--- src/hdl/spa_pkg.sv ---
`default_nettype none
package spa_pkg;
    localparam int N_EXT = 6;
    localparam int N_REQ = 7;
    localparam logic [7:0] CFG_OFFSET = 8'hdc;
    localparam logic [7:0] CFG_RESET = 8'h40;
    localparam int PARK_BIT = 7;
    localparam int BRIDGE_TIER_BIT = 6;
    localparam logic [2:0] BRIDGE_IDX = 3'h6;
    localparam logic [2:0] LO_SLOT = 3'h7;
    localparam logic [6:0] GNT_ONE = 7'h01;

    typedef enum logic [0:0] {
        ARB_GRANT = 1'b0,
        ARB_TURN = 1'b1
    } spa_state_t;

    typedef struct packed {
        spa_state_t st;
        logic [7:0] cfg;
        logic [7:0] rdata;
        logic [6:0] gnt;
        logic [2:0] owner;
        logic [2:0] pend;
        logic [2:0] hi_last;
        logic [2:0] lo_last;
    } spa_regs_t;
endpackage : spa_pkg
`default_nettype wire

--- src/hdl/spa_arbiter.sv ---
`timescale 1ns/1ps
`default_nettype none
module spa_arbiter
    import spa_pkg::*;
(
    // Clock and resets
    input wire logic i_ref_clk,
    input wire logic i_rst,
    input wire logic i_global_reset_input,
    input wire logic i_power_on_reset,
    // Secondary bus
    input wire logic [N_EXT-1:0] i_req_n,
    output logic [N_EXT-1:0] o_gnt_n,
    input wire logic i_frame_n,
    input wire logic i_irdy_n,
    // Bridge master
    input wire logic i_bridge_req,
    output logic o_bridge_gnt,
    // Configuration access
    input wire logic i_cfg_wr,
    input wire logic i_cfg_rd,
    input wire logic [7:0] i_cfg_addr,
    input wire logic [7:0] i_cfg_wdata,
    output logic [7:0] o_cfg_rdata
);

    // Bridge is request slot 6 in both rotations
    localparam spa_regs_t REGS_RESET = '{
        st: ARB_GRANT,
        cfg: CFG_RESET,
        rdata: 8'h00,
        gnt: 7'h00,
        owner: BRIDGE_IDX,
        pend: BRIDGE_IDX,
        hi_last: LO_SLOT,
        lo_last: BRIDGE_IDX
    };

    spa_regs_t regs_r;
    spa_regs_t regs_nxt;
    logic rst_any;
    logic bus_idle;
    logic [6:0] req;
    logic [6:0] tier;
    logic [6:0] hi_req;
    logic [6:0] lo_req;
    logic [3:0] hpick;
    logic [3:0] lpick;
    logic [2:0] winner;

    // Round robin: first set bit after last, wrapping
    function automatic logic [3:0] rr_pick(input logic [7:0] m, input logic [2:0] last);
        logic [3:0] res;
        logic [2:0] idx;
        res = 4'h0;
        for (int k = 8; k >= 1; k--) begin
            idx = last + 3'(k);
            if (m[idx]) begin
                res = {1'b1, idx};
            end
        end
        return res;
    endfunction : rr_pick

    // Only one offset is mapped; everything else reads zero
    function automatic logic cfg_hit(input logic [7:0] a);
        return a == CFG_OFFSET;
    endfunction : cfg_hit

    // Sources are ORed; each must be glitch free
    assign rst_any = i_rst | i_global_reset_input | i_power_on_reset;
    assign bus_idle = i_frame_n & i_irdy_n;
    assign req = {i_bridge_req, ~i_req_n};
    assign tier = {regs_r.cfg[BRIDGE_TIER_BIT], regs_r.cfg[N_EXT-1:0]};
    assign hi_req = req & tier;
    assign lo_req = req & ~tier;
    assign hpick = rr_pick({|lo_req, hi_req}, regs_r.hi_last);
    assign lpick = rr_pick({1'b0, lo_req}, regs_r.lo_last);

    always_comb begin
        if (hpick[3]) begin
            winner = (hpick[2:0] == LO_SLOT) ? lpick[2:0] : hpick[2:0];
        end else if (regs_r.cfg[PARK_BIT]) begin
            winner = BRIDGE_IDX;
        end else begin
            winner = regs_r.owner;
        end
    end

    always_comb begin
        regs_nxt = regs_r;
        regs_nxt.rdata = 8'h00;
        if (i_cfg_rd && cfg_hit(i_cfg_addr)) begin
            regs_nxt.rdata = regs_r.cfg;
        end
        if (i_cfg_wr && cfg_hit(i_cfg_addr)) begin
            regs_nxt.cfg = i_cfg_wdata;
        end
        unique case (regs_r.st)
            ARB_GRANT: begin
                // Grant moves only on idle bus, via one dead cycle
                if (bus_idle && regs_r.gnt != (GNT_ONE << winner)) begin
                    regs_nxt.gnt = 7'h00;
                    regs_nxt.pend = winner;
                    regs_nxt.st = ARB_TURN;
                end
            end
            ARB_TURN: begin
                regs_nxt.gnt = GNT_ONE << regs_r.pend;
                regs_nxt.owner = regs_r.pend;
                regs_nxt.st = ARB_GRANT;
                // Parking grants leave the rotation untouched
                if (req[regs_r.pend]) begin
                    if (tier[regs_r.pend]) begin
                        regs_nxt.hi_last = regs_r.pend;
                    end else begin
                        regs_nxt.hi_last = LO_SLOT;
                        regs_nxt.lo_last = regs_r.pend;
                    end
                end
            end
        endcase
    end

    always_ff @(posedge i_ref_clk or posedge rst_any) begin
        if (rst_any) begin
            regs_r <= REGS_RESET;
        end else begin
            regs_r <= regs_nxt;
        end
    end

    assign o_gnt_n = ~regs_r.gnt[N_EXT-1:0];
    assign o_bridge_gnt = regs_r.gnt[BRIDGE_IDX];
    assign o_cfg_rdata = regs_r.rdata;

    a_gnt_onehot: assert property (@(posedge i_ref_clk) disable iff (rst_any)
        $onehot0(regs_r.gnt)) else $error("more than one grant");

    a_grant_gap: assert property (@(posedge i_ref_clk) disable iff (rst_any)
        (regs_r.gnt != 7'h00 && $past(regs_r.gnt) != 7'h00) |-> regs_r.gnt == $past(regs_r.gnt))
        else $error("grant moved without dead cycle");

    a_busy_hold: assert property (@(posedge i_ref_clk) disable iff (rst_any)
        (regs_r.st == ARB_GRANT && !bus_idle) |=> regs_r.gnt == $past(regs_r.gnt))
        else $error("grant changed on busy bus");

    a_cfg_reset: assert property (@(posedge i_ref_clk)
        $fell(rst_any) |-> regs_r.cfg == CFG_RESET) else $error("control not at reset value");

    a_high_tier: assert property (@(posedge i_ref_clk) disable iff (rst_any)
        (regs_r.st == ARB_TURN && req[regs_r.pend] && tier[regs_r.pend])
        |=> regs_r.hi_last == $past(regs_r.pend)) else $error("high tier pointer not advanced");

    a_low_slot: assert property (@(posedge i_ref_clk) disable iff (rst_any)
        (regs_r.st == ARB_TURN && req[regs_r.pend] && !tier[regs_r.pend])
        |=> regs_r.hi_last == LO_SLOT && regs_r.lo_last == $past(regs_r.pend))
        else $error("low tier slot not recorded");

    a_park_bridge: assert property (@(posedge i_ref_clk) disable iff (rst_any)
        (regs_r.st == ARB_GRANT && bus_idle && req == 7'h00 && regs_r.cfg[PARK_BIT] && !o_bridge_gnt)
        |=> regs_r.st == ARB_TURN ##1 o_bridge_gnt) else $error("bus not parked on bridge");

    a_park_last: assert property (@(posedge i_ref_clk) disable iff (rst_any)
        (regs_r.st == ARB_GRANT && req == 7'h00 && !regs_r.cfg[PARK_BIT] && regs_r.gnt != 7'h00)
        |=> regs_r.gnt == $past(regs_r.gnt)) else $error("parked grant moved");

    a_cfg_write: assert property (@(posedge i_ref_clk) disable iff (rst_any)
        (i_cfg_wr && i_cfg_addr == CFG_OFFSET) ##1 (i_cfg_rd && i_cfg_addr == CFG_OFFSET && !i_cfg_wr)
        |=> o_cfg_rdata == $past(i_cfg_wdata, 2)) else $error("readback differs from write");

    a_unmapped_rd: assert property (@(posedge i_ref_clk) disable iff (rst_any)
        (i_cfg_addr != CFG_OFFSET) |=> o_cfg_rdata == 8'h00) else $error("unmapped read not zero");

    // Checks below watch state this block drives; the read data checks also sample i_cfg_rd and i_cfg_addr
    a_turn_dead: assert property (@(posedge i_ref_clk) disable iff (rst_any)
        regs_r.st == ARB_TURN |-> regs_r.gnt == 7'h00)
        else $error("grant present in turn cycle");

    a_turn_grant: assert property (@(posedge i_ref_clk) disable iff (rst_any)
        regs_r.st == ARB_TURN |=> regs_r.st == ARB_GRANT && regs_r.gnt != 7'h00)
        else $error("turn cycle gave no grant");

    a_gnt_from_turn: assert property (@(posedge i_ref_clk) disable iff (rst_any)
        (regs_r.gnt != $past(regs_r.gnt) && regs_r.gnt != 7'h00) |-> $past(regs_r.st) == ARB_TURN)
        else $error("grant raised outside turn");

    a_reset_idle: assert property (@(posedge i_ref_clk)
        $fell(rst_any) |-> regs_r.gnt == 7'h00 && regs_r.st == ARB_GRANT)
        else $error("grant state not cleared by reset");

    a_owner_match: assert property (@(posedge i_ref_clk) disable iff (rst_any)
        regs_r.gnt != 7'h00 |-> regs_r.gnt == (GNT_ONE << regs_r.owner))
        else $error("owner differs from grant");

    a_rdata_idle: assert property (@(posedge i_ref_clk) disable iff (rst_any)
        !(i_cfg_rd && cfg_hit(i_cfg_addr)) |=> o_cfg_rdata == 8'h00)
        else $error("read data outside read cycle");

    a_rdata_hit: assert property (@(posedge i_ref_clk) disable iff (rst_any)
        (i_cfg_rd && cfg_hit(i_cfg_addr)) |=> o_cfg_rdata == $past(regs_r.cfg))
        else $error("read data not control value");

    c_low_grant: cover property (@(posedge i_ref_clk) disable iff (rst_any)
        regs_r.st == ARB_TURN && req[regs_r.pend] && !tier[regs_r.pend]);
    c_park_bridge: cover property (@(posedge i_ref_clk) disable iff (rst_any)
        req == 7'h00 && o_bridge_gnt && regs_r.cfg[PARK_BIT]);
    c_handover: cover property (@(posedge i_ref_clk) disable iff (rst_any)
        regs_r.gnt != 7'h00 ##1 regs_r.gnt == 7'h00 ##1 regs_r.gnt != $past(regs_r.gnt, 2));
    c_cfg_write: cover property (@(posedge i_ref_clk) disable iff (rst_any)
        i_cfg_wr && i_cfg_addr == CFG_OFFSET);
    c_park_last: cover property (@(posedge i_ref_clk) disable iff (rst_any)
        req == 7'h00 && !regs_r.cfg[PARK_BIT] && regs_r.gnt != 7'h00 && !o_bridge_gnt);

endmodule : spa_arbiter
`default_nettype wire

--- config.mk ---
export PLATFORM = sky130hd
export DESIGN_NAME = spa_arbiter
export DESIGN_NICKNAME = d
export VERILOG_FILES = /design/src/hdl/spa_pkg.sv /design/src/hdl/spa_arbiter.sv
export SDC_FILE = /design/constraint.sdc
export NUM_CORES = 1
export LEC_CHECK = 0
export BUFFER_PORTS_ARGS = -buffer_cell sky130_fd_sc_hd__buf_2
export CORE_UTILIZATION = 30
export CTS_CLUSTER_DIAMETER = 200
export CTS_CLUSTER_SIZE = 25
export DETAILED_ROUTE_END_ITERATION = 10
export PLACE_DENSITY = 0.48
export SETUP_SLACK_MARGIN = 0.02
export SYNTH_ARGS = -nofsm -noshare
export SYNTH_HDL_FRONTEND = slang
export SYNTH_SLANG_ARGS = --single-unit
--- constraint.sdc ---
create_clock -name i_ref_clk -period 5.7 [get_ports i_ref_clk]
set_input_delay 0.57 -clock i_ref_clk [delete_from_list [all_inputs] [get_ports i_ref_clk]]
set_output_delay 0.57 -clock i_ref_clk [all_outputs]
set_load 0.05 [all_outputs]
==> impl_metrics.ini, run 1 <==
[timing]
slew_headroom = 0.2344
setup_tns_ns = 0
setup_viol = 0
hold_viol_final = 0
finalCriticalPeriod_ns = 5.076
fin_crit_sh = 0.8905
slew_violations = 0
fin_hold_ws_ns = 0.4719
clock_skew_ns = 0.005395
fmax_mhz = 197.0
rsz0062_at_grt = no
worst_pin_slew_ns = 1.138

[setup_path]
critPathMaxFanout = 18
cp_data_arrival_time_ns = 5.23
slowest_stage = dfstp_2
r2r_end = regs_r[6]
critPathKind = reg2reg
cp_data_required_time_ns = 5.86
r2r.worst_path.cells = 15
cp_cell_sequence = inv_1, ha_1, inv_1, mux4_2, and2_1, a21oi_1, nand2_1, a31oi_1, nor2_1, o211ai_2, nand2b_2, mux2_4, o211a_4, a211oi_4, mux2_4
rr_startpoint = regs_r[4]
worst_setup_path_end_kind = flip-flop
ff2ff_setup_slack_ns = 0.62
startpoint_type = flip-flop
cpPeakStageDelay_ns = 0.73

[cells_and_area]
area_delta_synth_final_pct = 11.66
fillers = 1316
final_util = 0.3484
fin_nets = 514
drive_gt1_frac = 0.2854
num_antenna_cells = 0

[routing]
detail_route.iter0.violations = 267
vias_per_cell = 5.807
wl_per_cell_um = 18.84
vias = 3786
ant_nets = 0
drt-total-wl_mm = 12.28
first_pass_iters = 5
drc = 0

[logic_synthesis]
yosysTopAreaCellShare = 0.1626
synth_warnings = 0
yosysTopAreaCell = dfrtp_1
syn_area_per_cell_um2 = 8.718
syn-num-nets = 494
netlist_area_mm2 = 0.004001
syn_inst = 459
ys_seq_area_frac = 0.2283
ys_types = 91
synthArstFlopShare = 1.000
ys.flop_type = dfrtp_1
ys_ff_latch = 36
synthTopCellsByArea = dfrtp_1 16%, mux4_2 7.3%, dfstp_2 6.6%
synth_edf_count = 0

[power]
p_int_uw = 1599
netSwitchingFraction = 0.5091
power_leakage_uw = 0.001825
peakVddDrop_uv = 462.8
netSwitchingPower_uw = 1658
p_per_area_mw_per_mm2 = 728.8
power_frac_clock = 0.095
seq_power_share = 0.150
comb_power_share = 0.755

[clock_network]
cts_tree = done
clock-root-buffer = clkbuf_16
numCtsBuffers = 5
cts_sinks = 36
clkLatencyLatePin_ns = 0.28
hold_buffers = 0
post_cts_buffers = 0
h-tree-depth = 2
path_clk_slew_ns = 0.06
post_cts_resized = 0
ctsLongestPathBuffers = 2

[global_routing]
grt_max_degree = 37
track_usage = 0.1803
grt_pass1_wl_mm = 19.89
globalRoute.totalOverflow = 0
antenna_found_initial = 0
grt_pass1_vias = 3589

[floorplanning]
die-area_mm2 = 0.01380
die_h_um = 117.5
num_io_pins = 46
dieWidth_um = 117.5
core_mm2 = 0.01282
initial_utilization = 0.3120
rows = 41

[status]
status = finished clean

[place]
gp_congestion = 0.9563
port_buffers = 45
hpwlAfterDp_mm = 9.172

[job]
drv_cap = 0

[hold_path]
hp-class = in2async
==> worst max path at each step <==
stage,startpoint,endpoint,slack (ns),depth (start not counted)
finish,regs_r[4],regs_r[6],0.62,15
global route,regs_r[4],regs_r[6],0.35,15
CTS,regs_r[4],regs_r[6],0.70,15
detailed placement,regs_r[4],regs_r[6],0.73,15
global placement,regs_r[4],regs_r[6],0.81,15
floorplan,regs_r[3],regs_r[6],1.33,17
==> cells in the mapped netlist (7+ instances only) <==
master and count:
nor3_1 10, o21a_1 8, a211oi_1 7, mux2_2 17, inv_1 18, nand3_1 11
nand2_1 38, buf_4 8, nor2b_1 11, mux4_2 13, o221ai_1 8, buf_2 11
mux2i_1 12, nand2b_1 12, dfstp_2 10, and3_1 11, nor2_1 28, dfrtp_1 26
a31oi_1 9, a21o_1 8, o21ai_0 20, clkbuf_1 16, a21oi_1 14
==> cell usage in the layout (no fill, tap or decap), drive strengths merged, types with 9 or more instances in the layout <==
cell type	count
mux4	13
and3	11
nand2	38
inv	20
nand2b	13
a21oi	16
dfstp	10
dfrtp	26
or2	11
nor3	11
nor2	29
nor2b	12
nand3	11
o21ai	23
mux2i	12
buf	51
a31oi	9
o221ai	9
mux2	22
==> power by group through the flow <==
| stage | sequential (uW) | clock (uW) | combinational, uW |
|---|---|---|---|
| floorplan | 393 | 0 | 2040 |
| global placement | 491 | 0 | 2410 |
| detailed placement | 492 | 0 | 2420 |
| CTS | 487 | 316 | 2430 |
| global route | 505 | 326 | 2680 |
| finish | 490 | 310 | 2460 |
==> worst max-delay path, delay by kind of cell, from the launching register on <==
family	cells	cell delay [ns]
muxes	3	1.20
and+or+nand+nor	4	0.63
DFF	1	0.73
adders and majority gates	1	0.47
buffers and inverters	2	0.34
AOI/OAI and AO/OA	5	1.59
==> routing by layer <==
metal | wire [um] | global-route usage | vias up
met5 | 0 | 0 | -
met4 | 242 | 0.05128 | 0
met3 | 785 | 0.02713 | 19
met2 | 5724 | 0.2874 | 158
met1 | 5532 | 0.2519 | 1828
li1 | - | - | 1781
==> cell type report <==
cell class / count / area [um^2] / area share
multi-input cells: 365 / 2830 / 0.6334
flip-flops and latches: 36 / 913.4 / 0.2044
repair buffers: 51 / 270.3 / 0.06049
well taps: 172 / 215.2 / 0.04817
clock buffers: 6 / 128.9 / 0.02884
inverters: 20 / 75.07 / 0.01680
clock inverters: 2 / 35.03 / 0.007841
==> state kept, by name, summed over array words and instances, names as in the netlist <==
signal	cells
regs_r	27
o_bridge_gnt	1
o_cfg_rdata	8
==> kinds of logic (layout without fill, tap and decap cells) <==
| family | after synthesis | after routing | synth area share |
|---|---|---|---|
| AND/OR/NAND/NOR | 167 | 167 | 0.2336 |
| AO/OA/AOI/OAI | 142 | 142 | 0.2792 |
| buffers and inverters | 58 | 79 | 0.06567 |
| multiplexers | 47 | 47 | 0.1698 |
| flip-flops | 36 | 36 | 0.2283 |
| XOR/XNOR | 5 | 5 | 0.01095 |
| adder cells (fa/ha/maj) | 4 | 4 | 0.01251 |
==> stage by stage <==
stage / instance area, um^2 / worst slack [ns] / total power, uW / std cells
floorplan: 4001 / 1.329 / 2436 / 459
global placement: 4304 / 0.8059 / 2899 / 644
detailed placement: 4304 / 0.7275 / 2913 / 644
CTS: 4468 / 0.6994 / 3235 / 652
global route: 4468 / 0.3511 / 3515 / 652
finish: 4468 / 0.6243 / 3256 / 652
(Power assumes the default switching activity.)
==> run 2: changes to the inputs <==
--- a/config.mk
+++ b/config.mk
@@ -5,12 +5,13 @@
 export SDC_FILE = /design/constraint.sdc
 export NUM_CORES = 1
 export LEC_CHECK = 0
-export BUFFER_PORTS_ARGS = -buffer_cell sky130_fd_sc_hd__buf_2
+export ABC_AREA = 1
 export CORE_UTILIZATION = 30
 export CTS_CLUSTER_DIAMETER = 200
 export CTS_CLUSTER_SIZE = 25
 export DETAILED_ROUTE_END_ITERATION = 10
-export PLACE_DENSITY = 0.48
+export DONT_BUFFER_PORTS = 1
+export PLACE_DENSITY = 0.45
 export SETUP_SLACK_MARGIN = 0.02
 export SYNTH_ARGS = -nofsm -noshare
 export SYNTH_HDL_FRONTEND = slang
==> run 2 against run 1 <==
Against the previous run: die area down 17%; maximum frequency is 34% higher; flip-flop and latch count stayed put; clock-buffer cell count grew 1; critical path depth increased by 7; non-clock buffer count decreased by 50.
==> impl_metrics.ini, run 2 <==
[status]
status = finished clean

[cells_and_area]
fillers = 1194
drive_gt1_frac = 0.1573
num_antenna_cells = 0
stdcell_area_mm2 = 0.003442
final_cell_mix = 173 x nand2_1, 58 x inv_1, 42 x nand3_1, 27 x nor2_1, 26 x dfrtp_1
area_delta_synth_final_pct = 4.561
fin_nets = 530
largest_reg_flops = 27
regMostFlops = regs_r
layout_commonest_cell = nand2_1

[logic_synthesis]
yosysTopAreaCell = dfrtp_1
syn_area_per_cell_um2 = 6.493
synth_xor_area_frac = 0.02281
synthArstFlopShare = 1.000
synth_edf_count = 0
synth-adder-area-share = 0.01520
synth.area.mux_share = 0.03041
syn_inst = 507
synth_warnings = 0
synth_top_family_by_area = simple AND/OR/NAND/NOR gates
yosysMostFrequentCell = nand2_1
synthSimpleGateAreaFrac = 0.4033
netlist_area_mm2 = 0.003292
ys_ff_latch = 36
synth.top_cells.by_count = 173 x nand2_1, 58 x inv_1, 42 x nand3_1
ys_seq_area_frac = 0.2775
ys.flop_type = dfrtp_1
synth-compound-area-share = 0.1247
yosysTopAreaCellShare = 0.1976
syn-num-nets = 542
ys_types = 48
synthTopCellsByArea = dfrtp_1 20%, nand2_1 20%, dfstp_2 8.0%

[timing]
rsz0062_at_grt = no
setup_tns_ns = 0
slew_headroom = 0.6426
fin_crit_sh = 0.6649
fmax_mhz = 263.9
finalCriticalPeriod_ns = 3.790
setup_viol = 0
clock_skew_ns = 0.006781
hold_viol_final = 0
setup_slack_ns = 1.910
worst_pin_slew_ns = 0.5361
slew_violations = 0

[global_routing]
track_usage = 0.1595
globalRoute.totalOverflow = 0
grt_pass1_wl_mm = 14.54
grt_max_degree = 37
grt_pass1_vias = 3030
antenna_found_initial = 0

[job]
drv_cap = 0

[routing]
drc = 0
wl_per_cell_um = 13.09
ant_nets = 0
drt-total-wl_mm = 8.270
vias_per_cell = 4.824
detail_route.iter0.violations = 124
first_pass_iters = 4
vias = 3049

[floorplanning]
dieWidth_um = 106.8
rows = 37
die_h_um = 106.8
initial_utilization = 0.3146
num_io_pins = 46
die-area_mm2 = 0.01140
core_mm2 = 0.01046

[clock_network]
cts_tree = done
post_cts_resized = 0
ctsLongestPathBuffers = 2
clkLatencyLatePin_ns = 0.29
numCtsBuffers = 5
post_cts_buffers = 0
hold_buffers = 0
clock-root-buffer = clkbuf_8
cts_sinks = 36
h-tree-depth = 2
path_clk_slew_ns = 0.07

[setup_path]
ff2ff_setup_slack_ns = 1.91
critPathKind = reg2reg
cp_data_arrival_time_ns = 4.02
critPathMaxFanout = 13
cp_data_required_time_ns = 5.93
startpoint_type = flip-flop
r2r.worst_path.cells = 22
rr_startpoint = regs_r[3]
worst_setup_path_end_kind = flip-flop
r2r_end = regs_r[12]

[place]
gp_congestion = 0.8440
port_buffers = 0
placed_area_mm2 = 0.003348
pre_cts_slack_ns = 1.921
hpwlAfterDp_mm = 6.787

[hold_path]
hp-class = in2async
-- run 2: changes by cell type after synthesis, sizes merged, moves of 11 or more --
cell and delta:
mux4 -13, mux2 -14, clkbuf -14, nand3 +34
nand2 +148, nand2b -13, nor2b -12, and3 -11
inv +54, mux2i -11
-- run 2: stage by stage --
stage | hold WS (ns) | util | std cells
after floorplan | 0.4710 | - | 507
after detailed placement | 0.4991 | 0.3200 | 624
after global placement | 0.4981 | 0.3200 | 624
final | 0.3428 | 0.3290 | 632
after CTS | 0.3603 | 0.3290 | 632
after global routing | 0.4105 | 0.3290 | 632
-- run 2: final cells by class --
class / count / area (um^2) / area share
Tap cell: 136 / 170.2 / 0.04944
Sequential cell: 36 / 913.4 / 0.2654
Clock inverter: 1 / 7.507 / 0.002181
Inverter: 77 / 289.0 / 0.08397
Clock buffer: 7 / 86.33 / 0.02508
Multi-Input combinational cell: 374 / 1968 / 0.5718
Timing Repair Buffer: 1 / 7.507 / 0.002181
-- run 2: kinds of logic after synthesis --
family,after synthesis
and+or+nand+nor,288
buffers and inverters,97
AOI/OAI and AO/OA,67
DFF,36
muxes,9
xor gates and xnor gates,6
adders and majority gates,4
-- run 2: metal layers --
metal	routed length, um	GRT usage	vias to the layer above	part of all wire
li1	-	-	1578	-
met1	3987	0.2176	1370	0.48
met2	3727	0.2562	85	0.45
met3	413	0.02614	16	0.050
met4	142	0.05088	0	0.017
met5	0	0	-	0
-- run 2: worst max path at each step --
stage / from / end / slack [ns] / depth (start not counted)
6_report: regs_r[3] / regs_r[12] / 1.91 / 22
5_1_grt: regs_r[3] / regs_r[15] / 1.47 / 22
4_1_cts: regs_r[3] / regs_r[12] / 1.90 / 22
3_5_place_dp: regs_r[3] / regs_r[12] / 1.92 / 22
3_3_place_gp: regs_r[3] / regs_r[15] / 1.98 / 22
2_1_floorplan: i_global_reset_input / o_bridge_gnt / 1.74 / 1
-- run 2: worst max-delay path, cell delays in order, from the launching register on --
cell	delay, ns
dfstp_2	0.66
inv_1	0.21
ha_1	0.48
inv_2	0.11
o21ai_2	0.16
nor2_1	0.08
inv_1	0.08
nand2_1	0.08
nor4_1	0.32
nand4_1	0.25
nor3_2	0.23
inv_1	0.10
nand3_4	0.16
nor2_4	0.07
nand2_1	0.05
nand2_1	0.05
nand2_1	0.08
nand2_2	0.06
nor2_4	0.13
nand2_4	0.08
nand2_4	0.09
nand3_1	0.08
nand2_1	0.09
Power of run 2 is left out: the tool's default activity adds up to more than one toggle a clock period on the data nets, which glitch-free logic cannot reach.
